[config.mk]
export PLATFORM = sky130hd
export DESIGN_NAME = tc_timer_core
export DESIGN_NICKNAME = d
export VERILOG_FILES = /design/src/logic/tc_pkg.sv /design/src/logic/tc_link_if.sv /design/src/logic/tc_input_filter.sv /design/src/logic/tc_prescaler.sv /design/src/logic/tc_timer_core.sv
export SDC_FILE = /design/constraint.sdc
export NUM_CORES = 1
export LEC_CHECK = 0
export BUFFER_PORTS_ARGS = -buffer_cell sky130_fd_sc_hd__buf_2
export CAP_MARGIN = 20
export CORE_MARGIN = 4
export CORE_UTILIZATION = 50
export DETAILED_ROUTE_END_ITERATION = 16
export MAX_ROUTING_LAYER = met4
export PLACE_DENSITY = 0.72
export SLEW_MARGIN = 0
export SYNTH_ARGS = -nofsm -noshare
export SYNTH_HDL_FRONTEND = slang
export SYNTH_HIERARCHICAL = 1
export SYNTH_SLANG_ARGS = --single-unit
[constraint.sdc]
create_clock -name hclk -period 3.7 [get_ports hclk]
set_clock_uncertainty 0.15 [all_clocks]
set_input_delay 0 -clock hclk [delete_from_list [all_inputs] [get_ports hclk]]
set_output_delay 0 -clock hclk [all_outputs]
set_load 0.02 [all_outputs]
[src/logic/tc_pkg.sv]
// constants and types of the 16-bit timer/event counter block
// assumes hclk is the fast clock of the block and runs without gaps
package tc_pkg;
    // register byte offsets on the AHB-Lite slave
    localparam logic [7:0] OFS_CTRL = 8'h00;
    localparam logic [7:0] OFS_CMP = 8'h04;
    localparam logic [7:0] OFS_CAP = 8'h08;
    localparam logic [7:0] OFS_CNT = 8'h0c;
    localparam logic [7:0] OFS_SYS = 8'h10;
    localparam logic [7:0] OFS_STAT = 8'h14;
    // timer_control_register fields
    localparam int CTRL_MODE_LSB = 0;
    localparam int CTRL_CLK_LSB = 2;
    localparam int CTRL_START_LSB = 4;
    localparam int CTRL_OPT_BIT = 6;
    localparam logic [7:0] CTRL_RST = 8'h00;
    // system config fields
    localparam int SYS_TAP_BIT = 0;
    localparam int SYS_SLOW_BIT = 1;
    localparam logic [1:0] SYS_RST = 2'h0;
    localparam logic [15:0] CMP_RST = 16'hffff;
    localparam logic [15:0] CAP_RST = 16'h0000;
    // start_control codes
    localparam logic [1:0] START_STOP = 2'h0;
    localparam logic [1:0] START_SW = 2'h1;
    localparam logic [1:0] START_RISE = 2'h2;
    localparam logic [1:0] START_FALL = 2'h3;
    // operating_mode_select codes
    localparam logic [1:0] MODE_GROUP0 = 2'h0;
    localparam logic [1:0] MODE_WINDOW = 2'h1;
    localparam logic [1:0] MODE_PULSE = 2'h2;
    localparam logic [1:0] MODE_PPG = 2'h3;
    // source_clock_select codes
    localparam logic [1:0] CLK_SEL_DIV11 = 2'h0;
    localparam logic [1:0] CLK_SEL_DIV7 = 2'h1;
    localparam logic [1:0] CLK_SEL_DIV3 = 2'h2;
    localparam logic [1:0] CLK_SEL_EXT = 2'h3;
    // divider exponents on the fast clock, and slow clock divide
    localparam int DIV_EXP_LO = 3;
    localparam int DIV_EXP_MID = 7;
    localparam int DIV_EXP_HI = 11;
    localparam int SLOW_DIV_EXP = 3;
    // input filter, in fast clock periods (hclk is the fast clock)
    localparam int FILT_REJECT_CYC = 4;
    localparam int FILT_ACCEPT_CYC = 12;
    localparam logic [3:0] FILT_CNT =
        4'((FILT_REJECT_CYC + FILT_ACCEPT_CYC) / 2);
    typedef enum logic [1:0] {
        st_idle,
        st_wait_trig,
        st_count
    } core_state_t;
endpackage : tc_pkg

[src/logic/tc_link_if.sv]
// carries filtered pin edges and the prescaler tick to the core
// assumes all three ends sit on hclk
`timescale 1ns/1ps
interface tc_link_if;
    logic trig_rise;
    logic trig_fall;
    logic pre_tick;
    modport filt (output trig_rise, output trig_fall);
    modport pre (output pre_tick);
    modport core (input trig_rise, input trig_fall, input pre_tick);
endinterface : tc_link_if

[src/logic/tc_input_filter.sv]
// noise filter and edge detector for timer_input_pin
// assumes the pin is synchronous to hclk; bypassed in slow mode
`timescale 1ns/1ps
module tc_input_filter
    import tc_pkg::*;
(
    input wire logic hclk,
    input wire logic hresetn,
    input wire logic timer_input_pin,
    input wire logic slow_mode,
    tc_link_if.filt link
);
    logic level_ff;
    logic [3:0] run_ff;
    logic pin_ff;
    logic nxt_level;

    always_ff @(posedge hclk or negedge hresetn) begin
        if (!hresetn) begin
            pin_ff <= 1'b0;
        end else begin
            pin_ff <= timer_input_pin;
        end
    end

    // a new level must hold FILT_CNT cycles: 4 rejected, 12 seen
    always_ff @(posedge hclk or negedge hresetn) begin
        if (!hresetn) begin
            run_ff <= 4'h0;
        end else if (pin_ff == level_ff || slow_mode) begin
            run_ff <= 4'h0;
        end else begin
            run_ff <= run_ff + 4'h1;
        end
    end

    always_comb begin
        nxt_level = level_ff;
        if (slow_mode) begin
            nxt_level = pin_ff;
        end else if (pin_ff != level_ff && run_ff == FILT_CNT - 4'h1) begin
            nxt_level = pin_ff;
        end
    end

    always_ff @(posedge hclk or negedge hresetn) begin
        if (!hresetn) begin
            level_ff <= 1'b0;
        end else begin
            level_ff <= nxt_level;
        end
    end

    assign link.trig_rise = nxt_level & ~level_ff;
    assign link.trig_fall = ~nxt_level & level_ff;
endmodule : tc_input_filter

[src/logic/tc_prescaler.sv]
// source clock tick from the fast clock divider or the slow clock
// assumes slow_clock is a level synchronous to hclk
`timescale 1ns/1ps
module tc_prescaler
    import tc_pkg::*;
(
    input wire logic hclk,
    input wire logic hresetn,
    input wire logic [1:0] clk_sel,
    input wire logic tap_sel,
    input wire logic slow_mode,
    input wire logic slow_clock,
    tc_link_if.pre link
);
    logic [10:0] div_ff;
    logic [2:0] slow_div_ff;
    logic slow_ff;
    logic slow_tick;
    logic fast_tick;

    always_ff @(posedge hclk or negedge hresetn) begin
        if (!hresetn) begin
            div_ff <= 11'h000;
        end else begin
            div_ff <= div_ff + 11'h001;
        end
    end

    always_ff @(posedge hclk or negedge hresetn) begin
        if (!hresetn) begin
            slow_ff <= 1'b0;
            slow_div_ff <= 3'h0;
        end else begin
            slow_ff <= slow_clock;
            if (slow_clock && !slow_ff) begin
                slow_div_ff <= slow_div_ff + 3'h1;
            end
        end
    end

    assign slow_tick = slow_clock && !slow_ff && (&slow_div_ff);

    always_comb begin
        fast_tick = 1'b0;
        unique case (clk_sel)
            CLK_SEL_DIV11: fast_tick = &div_ff[DIV_EXP_HI-1:0];
            CLK_SEL_DIV7: fast_tick = &div_ff[DIV_EXP_MID-1:0];
            CLK_SEL_DIV3: fast_tick = &div_ff[DIV_EXP_LO-1:0];
            CLK_SEL_EXT: fast_tick = 1'b0;
        endcase
    end

    // in slow mode only the 00 setting is usable, from the slow clock
    assign link.pre_tick = (clk_sel == CLK_SEL_DIV11 && (tap_sel || slow_mode))
        ? slow_tick : (slow_mode ? 1'b0 : fast_tick);
endmodule : tc_prescaler

[src/logic/tc_timer_core.sv]
// 16-bit timer / external trigger timer / event counter with capture
// assumes AHB-Lite single master; timer_input_pin synchronous to hclk
//
// Summary of operation
// - timer mode counts source ticks, clears on compare match, raises irq
// - auto-capture copies counter to capture register every source tick
// - clock select 00/01/10 divide fast clock by 2^11/2^7/2^3
// - external trigger mode starts counting on the selected pin edge
// - stop select 1: match clears, halts and raises irq
// - stop select 1: opposite edge before match clears, halts, no irq
// - halted trigger timer restarts from zero on next trigger edge
// - stop select 0: match clears, halts, irq; opposite edge no effect
// - stop select 0: trigger edge during counting is ignored
// - pin filter drops pulses up to 4 cycles, keeps 12 or more
// - slow mode bypasses filter; source holds pulses one machine cycle
// - event mode counts the selected pin edge
// - event mode checks match on opposite edge, clears, raises irq
// - start 00 stop/clear, 01 software, 10 rising, 11 falling
// - mode 00 is this group; 01, 10, 11 are other modes
// - new compare loads at first source tick after upper byte; a stopped timer loads it at once
`timescale 1ns/1ps
module tc_timer_core
    import tc_pkg::*;
(
    input wire logic hclk,
    input wire logic hresetn,
    input wire logic hsel,
    input wire logic [31:0] haddr,
    input wire logic [1:0] htrans,
    input wire logic hwrite,
    input wire logic [2:0] hsize,
    input wire logic [31:0] hwdata,
    input wire logic hready,
    output logic hreadyout,
    output logic hresp,
    output logic [31:0] hrdata,
    input wire logic timer_input_pin,
    input wire logic slow_clock,
    output logic match_interrupt
);
    tc_link_if link ();

    logic [7:0] ctrl_ff;
    logic [1:0] sys_ff;
    logic [15:0] cnt_ff;
    logic [15:0] cmp_ff;
    logic [15:0] cmp_buf_ff;
    logic cmp_pend_ff;
    logic [15:0] cap_ff;
    logic irq_ff;
    core_state_t state_ff;
    logic [31:0] rdata_ff;
    logic wr_ph_ff;
    logic [7:0] wr_addr_ff;
    logic [1:0] wr_lane_ff;
    logic [2:0] wr_size_ff;

    logic [1:0] mode_sel;
    logic [1:0] clk_sel;
    logic [1:0] start_ctl;
    logic opt_bit;
    logic ext_clk;
    logic edge_start;
    logic grp_ok;
    logic is_timer;
    logic is_event;
    logic is_trig;
    logic trig_edge;
    logic opp_edge;
    logic src_tick;
    logic match;
    logic addr_ok;
    logic wr_lo;
    logic wr_hi;
    logic [15:0] cnt_inc;

    assign mode_sel = ctrl_ff[CTRL_MODE_LSB +: 2];
    assign clk_sel = ctrl_ff[CTRL_CLK_LSB +: 2];
    assign start_ctl = ctrl_ff[CTRL_START_LSB +: 2];
    // one bit: auto_capture_enable or trigger_stop_select by mode
    assign opt_bit = ctrl_ff[CTRL_OPT_BIT];

    tc_input_filter u_filter (
        .hclk(hclk),
        .hresetn(hresetn),
        .timer_input_pin(timer_input_pin),
        .slow_mode(sys_ff[SYS_SLOW_BIT]),
        .link(link.filt)
    );

    tc_prescaler u_prescaler (
        .hclk(hclk),
        .hresetn(hresetn),
        .clk_sel(clk_sel),
        .tap_sel(sys_ff[SYS_TAP_BIT]),
        .slow_mode(sys_ff[SYS_SLOW_BIT]),
        .slow_clock(slow_clock),
        .link(link.pre)
    );

    // only mode group 00 runs here; other modes leave the counter stopped
    assign grp_ok = mode_sel == MODE_GROUP0;
    assign ext_clk = clk_sel == CLK_SEL_EXT;
    assign edge_start = start_ctl == START_RISE || start_ctl == START_FALL;
    assign is_event = grp_ok && ext_clk && edge_start;
    assign is_trig = grp_ok && !ext_clk && edge_start;
    assign is_timer = grp_ok && !ext_clk && start_ctl == START_SW;
    assign trig_edge = start_ctl == START_RISE ? link.trig_rise
        : link.trig_fall;
    assign opp_edge = start_ctl == START_RISE ? link.trig_fall
        : link.trig_rise;
    assign src_tick = ext_clk ? (edge_start && trig_edge) : link.pre_tick;
    assign match = cnt_ff == cmp_ff;
    assign cnt_inc = cnt_ff + 16'h0001;

    always_ff @(posedge hclk or negedge hresetn) begin
        if (!hresetn) begin
            state_ff <= st_idle;
            cnt_ff <= 16'h0000;
            irq_ff <= 1'b0;
        end else begin
            irq_ff <= 1'b0;
            if (start_ctl == START_STOP || !grp_ok ||
                !(is_timer || is_event || is_trig)) begin
                state_ff <= st_idle;
                cnt_ff <= 16'h0000;
            end else begin
                unique case (state_ff)
                    st_idle: begin
                        state_ff <= is_trig ? st_wait_trig : st_count;
                    end
                    st_wait_trig: begin
                        if (!is_trig) begin
                            state_ff <= st_count;
                        end else if (trig_edge) begin
                            state_ff <= st_count;
                            cnt_ff <= 16'h0000;
                        end
                    end
                    st_count: begin
                        if (is_event) begin
                            if (opp_edge && match) begin
                                cnt_ff <= 16'h0000;
                                irq_ff <= 1'b1;
                            end else if (trig_edge) begin
                                cnt_ff <= cnt_inc;
                            end
                        end else if (is_trig) begin
                            // a re-trigger edge while counting is ignored
                            if (src_tick && match) begin
                                cnt_ff <= 16'h0000;
                                irq_ff <= 1'b1;
                                state_ff <= st_wait_trig;
                            end else if (opt_bit && opp_edge) begin
                                cnt_ff <= 16'h0000;
                                state_ff <= st_wait_trig;
                            end else if (src_tick) begin
                                cnt_ff <= cnt_inc;
                            end
                        end else if (src_tick) begin
                            if (match) begin
                                cnt_ff <= 16'h0000;
                                irq_ff <= 1'b1;
                            end else begin
                                cnt_ff <= cnt_inc;
                            end
                        end
                    end
                    default: state_ff <= st_idle;
                endcase
            end
        end
    end

    assign match_interrupt = irq_ff;

    // capture runs on the counter's own source tick, so reads may lag
    always_ff @(posedge hclk or negedge hresetn) begin
        if (!hresetn) begin
            cap_ff <= CAP_RST;
        end else if (opt_bit && (is_timer || is_event) && src_tick) begin
            cap_ff <= cnt_ff;
        end
    end

    // AHB-Lite address phase: latch writes, answer reads next cycle
    assign addr_ok = hsel && htrans[1] && hready;

    always_ff @(posedge hclk or negedge hresetn) begin
        if (!hresetn) begin
            wr_ph_ff <= 1'b0;
            wr_addr_ff <= 8'h00;
            wr_lane_ff <= 2'h0;
            wr_size_ff <= 3'h0;
        end else begin
            wr_ph_ff <= addr_ok && hwrite;
            if (addr_ok) begin
                wr_addr_ff <= {haddr[7:2], 2'h0};
                wr_lane_ff <= haddr[1:0];
                wr_size_ff <= hsize;
            end
        end
    end

    always_ff @(posedge hclk or negedge hresetn) begin
        if (!hresetn) begin
            rdata_ff <= 32'h0000_0000;
        end else if (addr_ok && !hwrite) begin
            unique case ({haddr[7:2], 2'h0})
                OFS_CTRL: rdata_ff <= {24'h000000, ctrl_ff};
                OFS_CMP: rdata_ff <= {16'h0000, cmp_ff};
                OFS_CAP: rdata_ff <= {16'h0000, cap_ff};
                OFS_CNT: rdata_ff <= {16'h0000, cnt_ff};
                OFS_SYS: rdata_ff <= {30'h0, sys_ff};
                OFS_STAT: rdata_ff <= {29'h0, cmp_pend_ff,
                    state_ff == st_count, state_ff == st_wait_trig};
                default: rdata_ff <= 32'h0000_0000;
            endcase
        end
    end

    assign hrdata = rdata_ff;
    assign hreadyout = 1'b1;
    assign hresp = 1'b0;

    // byte lanes of the compare word; word or half writes cover both
    assign wr_lo = wr_size_ff != 3'h0 || wr_lane_ff == 2'h0;
    assign wr_hi = wr_size_ff != 3'h0 || wr_lane_ff == 2'h1;

    always_ff @(posedge hclk or negedge hresetn) begin
        if (!hresetn) begin
            ctrl_ff <= CTRL_RST;
            sys_ff <= SYS_RST;
        end else if (wr_ph_ff) begin
            if (wr_addr_ff == OFS_CTRL && wr_lo) begin
                ctrl_ff <= hwdata[7:0];
            end
            if (wr_addr_ff == OFS_SYS && wr_lo) begin
                sys_ff <= hwdata[1:0];
            end
        end
    end

    // upper byte arms the load; a stopped timer loads at once
    always_ff @(posedge hclk or negedge hresetn) begin
        if (!hresetn) begin
            cmp_buf_ff <= CMP_RST;
            cmp_pend_ff <= 1'b0;
            cmp_ff <= CMP_RST;
        end else begin
            if (wr_ph_ff && wr_addr_ff == OFS_CMP) begin
                if (wr_lo) begin
                    cmp_buf_ff[7:0] <= hwdata[7:0];
                end
                if (wr_hi) begin
                    cmp_buf_ff[15:8] <= hwdata[15:8];
                    cmp_pend_ff <= 1'b1;
                end
            end else if (cmp_pend_ff &&
                (src_tick || start_ctl == START_STOP)) begin
                cmp_ff <= cmp_buf_ff;
                cmp_pend_ff <= 1'b0;
            end
        end
    end
endmodule : tc_timer_core

==> flow_metrics.py <==
metrics = {
    "detailed_routing": {
        "avgViaCountPerCell": 5.56,
        "drt-initial-drc-count": 293,
        "postRouteAntennaNets": 0,
        "wl_um": 14400,
        "num_vias": 4546,
        "detail_route.wl_per_cell_um": 17.7,
        "first_pass_iters": 5,
        "drc_errors": 0,
    },
    "pwr": {
        "p_int_mw": 2.94,
        "p_seq_share_pct": 40.6,
        "p_sw_mw": 1.17,
        "power_density_nw_per_um2": 537,
        "switching_share_pct": 28.5,
        "p_comb_share_pct": 20.1,
        "pwr-share-clk_pct": 39.4,
        "leakage_nw": 3.48,
        "peakVddDrop_v": 0.000285,
    },
    "timing": {
        "min_period_ps": 3210,
        "setup_viol": 0,
        "fin_crit_sh_pct": 86.9,
        "final.setup.tns_ps": 0,
        "worstMarginPinSlew_ps": 973,
        "max_freq_mhz": 311,
        "hold_viol_final": 0,
        "rsz0062_at_grt": "no",
        "slew_violations": 0,
        "slew_headroom_pct": 35.1,
    },
    "synth": {
        "ys.flop_type": "dfrtp_1",
        "async_flop_share_pct": 100,
        "syn_inst": 546,
        "ys_ff_latch": 127,
        "yosysSeqAreaShare_pct": 50.2,
        "ys_types": 74,
        "synthTopCellsByArea": "dfrtp_1 37%, dfstp_2 13%, mux2_2 12%, mux2i_1 3.0%, xnor2_1 2.9%",
        "netlist_area_um2": 6400,
        "netlist.area_leader.share_pct": 37.1,
        "synth-edff-count": 0,
        "ys.warnings.count": 6,
        "synth_top_area_cell": "dfrtp_1",
        "avgSynthCellArea_um2": 11.7,
    },
    "setup_path": {
        "r2r_cells": 8,
        "cp-end-kind": "register",
        "worstSetupPathType": "register to register",
        "r2r-end": "cnt_ff[12]$_DFFE_PN0P_",
        "required_ps": 3850,
        "worst_setup_path_start_kind": "register",
        "r2r-start": "u_filter/run_ff[0]$_DFF_PN0_",
        "critPathMaxFanout": 9,
        "cp.arrival_ps": 3360,
        "rrSetupSlack_ps": 490,
    },
    "placement": {
        "gp_congestion": 0.874,
        "dp_hpwl_um": 9860,
        "port_buffers": 51,
    },
    "floorplanning": {
        "rows": 41,
        "dieHeight_um": 121,
        "start_util_pct": 51.0,
        "design.die.area_um2": 14700,
        "ioPinCount": 111,
        "dieWidth_um": 121,
        "core-area_um2": 12600,
    },
    "hold_path": {
        "hp-start": "htrans[1]",
        "whs_endpoint": "wr_ph_ff$_DFF_PN0_",
        "hold_depth": 3,
        "min_path_type": "primary input to register",
    },
    "global_route": {
        "track_usage_pct": 21.7,
        "antenna_found_initial": 0,
        "grt_overflow": 0,
        "grt_pass1_wl_um": 23800,
        "grt_pass1_vias": 4509,
        "grt_max_degree": 79,
    },
    "cts": {
        "clock_latency_ps": 420,
        "clk_pin_slew_ps": 50,
        "ctsResizeCount": 0,
        "clock-sinks": 127,
        "cts_setup_buffers": 0,
        "h-tree-depth": 4,
        "hold_buffers": 30,
        "cts_tree": "yes",
        "root_buffer": "clkbuf_16",
        "cts-buffers-inserted": 17,
        "cts_max_path_buffers": 2,
    },
    "run_status": {
        "status": "completed",
    },
    "cells_and_area": {
        "diodes": 0,
        "layout_commonest_cell": "dfrtp_1",
        "drive_gt1_share_pct": 35.5,
        "nets": 714,
        "final_util_pct": 60.8,
        "final_cell_mix": "95 x dfrtp_1, 69 x mux2_2, 50 x buf_2",
        "area_delta_synth_final_pct": 19.3,
    },
    "flow_run": {
        "drv_cap": 0,
    },
}
==> final cells by class <==
cell class,instances,area (um2)
Timing Repair Buffer,93,661
Sequential cell,127,3220
Multi-Input combinational cell,381,2910
Clock buffer,23,509
Fill cell,1046,4930
Inverter,12,45.0
Tap cell,172,215
Clock inverter,9,80.1
==> state kept, by name, summed over array words and instances (netlist names), 2 cells and up <==
register,cells
cap_ff,16
cmp_buf_ff,16
cmp_ff,16
cnt_ff,16
ctrl_ff,8
hrdata,16
state_ff,2
sys_ff,2
u_filter/run_ff,4
u_prescaler/div_ff,11
u_prescaler/slow_div_ff,3
wr_addr_ff,6
wr_lane_ff,2
wr_size_ff,3
==> worst max-delay path: stages (launching register included) <==
cell      delay (ps)
dfrtp_1          370
ha_1             220
a31oi_2          140
nor3b_1          680
mux2i_2          260
o211ai_4         270
o311ai_4         210
or2_1            400
a221o_1          400
==> layer usage <==
layer	global-route usage [%]	vias up	share of wire, %
li1	-	2103	-
met1	29.2	2264	45
met2	32.1	147	46
met3	4.90	32	6.0
met4	9.10	0	2.8
met5	-	-	0
==> synthesized netlist by cell type, types with 4 or more instances <==
| cell type | instances |
|---|---|
| dfrtp_1 | 95 |
| nand4_1 | 8 |
| nand3_1 | 14 |
| and3_2 | 6 |
| ha_1 | 6 |
| buf_4 | 22 |
| xor2_1 | 7 |
| xnor2_1 | 21 |
| o21ai_0 | 23 |
| mux2_2 | 69 |
| clkbuf_1 | 8 |
| mux2i_1 | 19 |
| nor3_1 | 9 |
| inv_1 | 12 |
| a221oi_1 | 8 |
| a21oi_1 | 13 |
| nand2_1 | 36 |
| a211o_2 | 4 |
| nor2_1 | 43 |
| dfstp_2 | 32 |
| buf_6 | 4 |
| a221o_1 | 7 |
| buf_2 | 5 |
| a22o_1 | 4 |
==> worst max-delay path by stage <==
stage | startpoint | to | cells after the start
3_3_place_gp | u_filter/run_ff[0]$_DFF_PN0_ | cnt_ff[0]$_DFFE_PN0P_ | 10
4_1_cts | u_filter/run_ff[0]$_DFF_PN0_ | cnt_ff[12]$_DFFE_PN0P_ | 8
6_report | u_filter/run_ff[0]$_DFF_PN0_ | cnt_ff[12]$_DFFE_PN0P_ | 8
3_5_place_dp | u_filter/run_ff[0]$_DFF_PN0_ | cnt_ff[11]$_DFFE_PN0P_ | 8
5_1_grt | u_filter/run_ff[0]$_DFF_PN0_ | cnt_ff[12]$_DFFE_PN0P_ | 8
2_1_floorplan | u_filter/run_ff[0]$_DFF_PN0_ | cap_ff[10]$_DFFE_PN0P_ | 9
==> kinds of logic (layout without fill, tap and decap cells) <==
group,Yosys count,after routing,share of synthesized area (%)
AO/OA/AOI/OAI,89,89,11.1
flip-flops,127,127,50.2
XOR/XNOR,28,28,3.83
buffers and inverters,54,137,5.20
multiplexers,90,90,15.5
other,2,18,0.117
adder cells (fa/ha/maj),6,6,1.17
AND/OR/NAND/NOR,150,150,12.8
==> stage by stage <==
step,cells,power [mW],worst slack [ps],cell area [um2],hold WS [ps]
after floorplan,562,2.29,730,6460,-446
after global placement,754,2.45,567,6750,-42.5
after detailed placement,755,2.48,507,6750,-37.1
final,817,4.11,486,7640,55.2
after CTS,817,4.14,489,7640,53.8
after global routing,817,4.31,283,7640,89.3
==> power groups by stage <==
stage	clock (mW)	sequential, mW	combinational, mW
after global placement	0	1.68	0.773
final	1.62	1.67	0.824
after global routing	1.72	1.68	0.903
after CTS	1.65	1.66	0.827
after detailed placement	0	1.69	0.794
after floorplan	0	1.64	0.652
(Power assumes the default switching activity.)
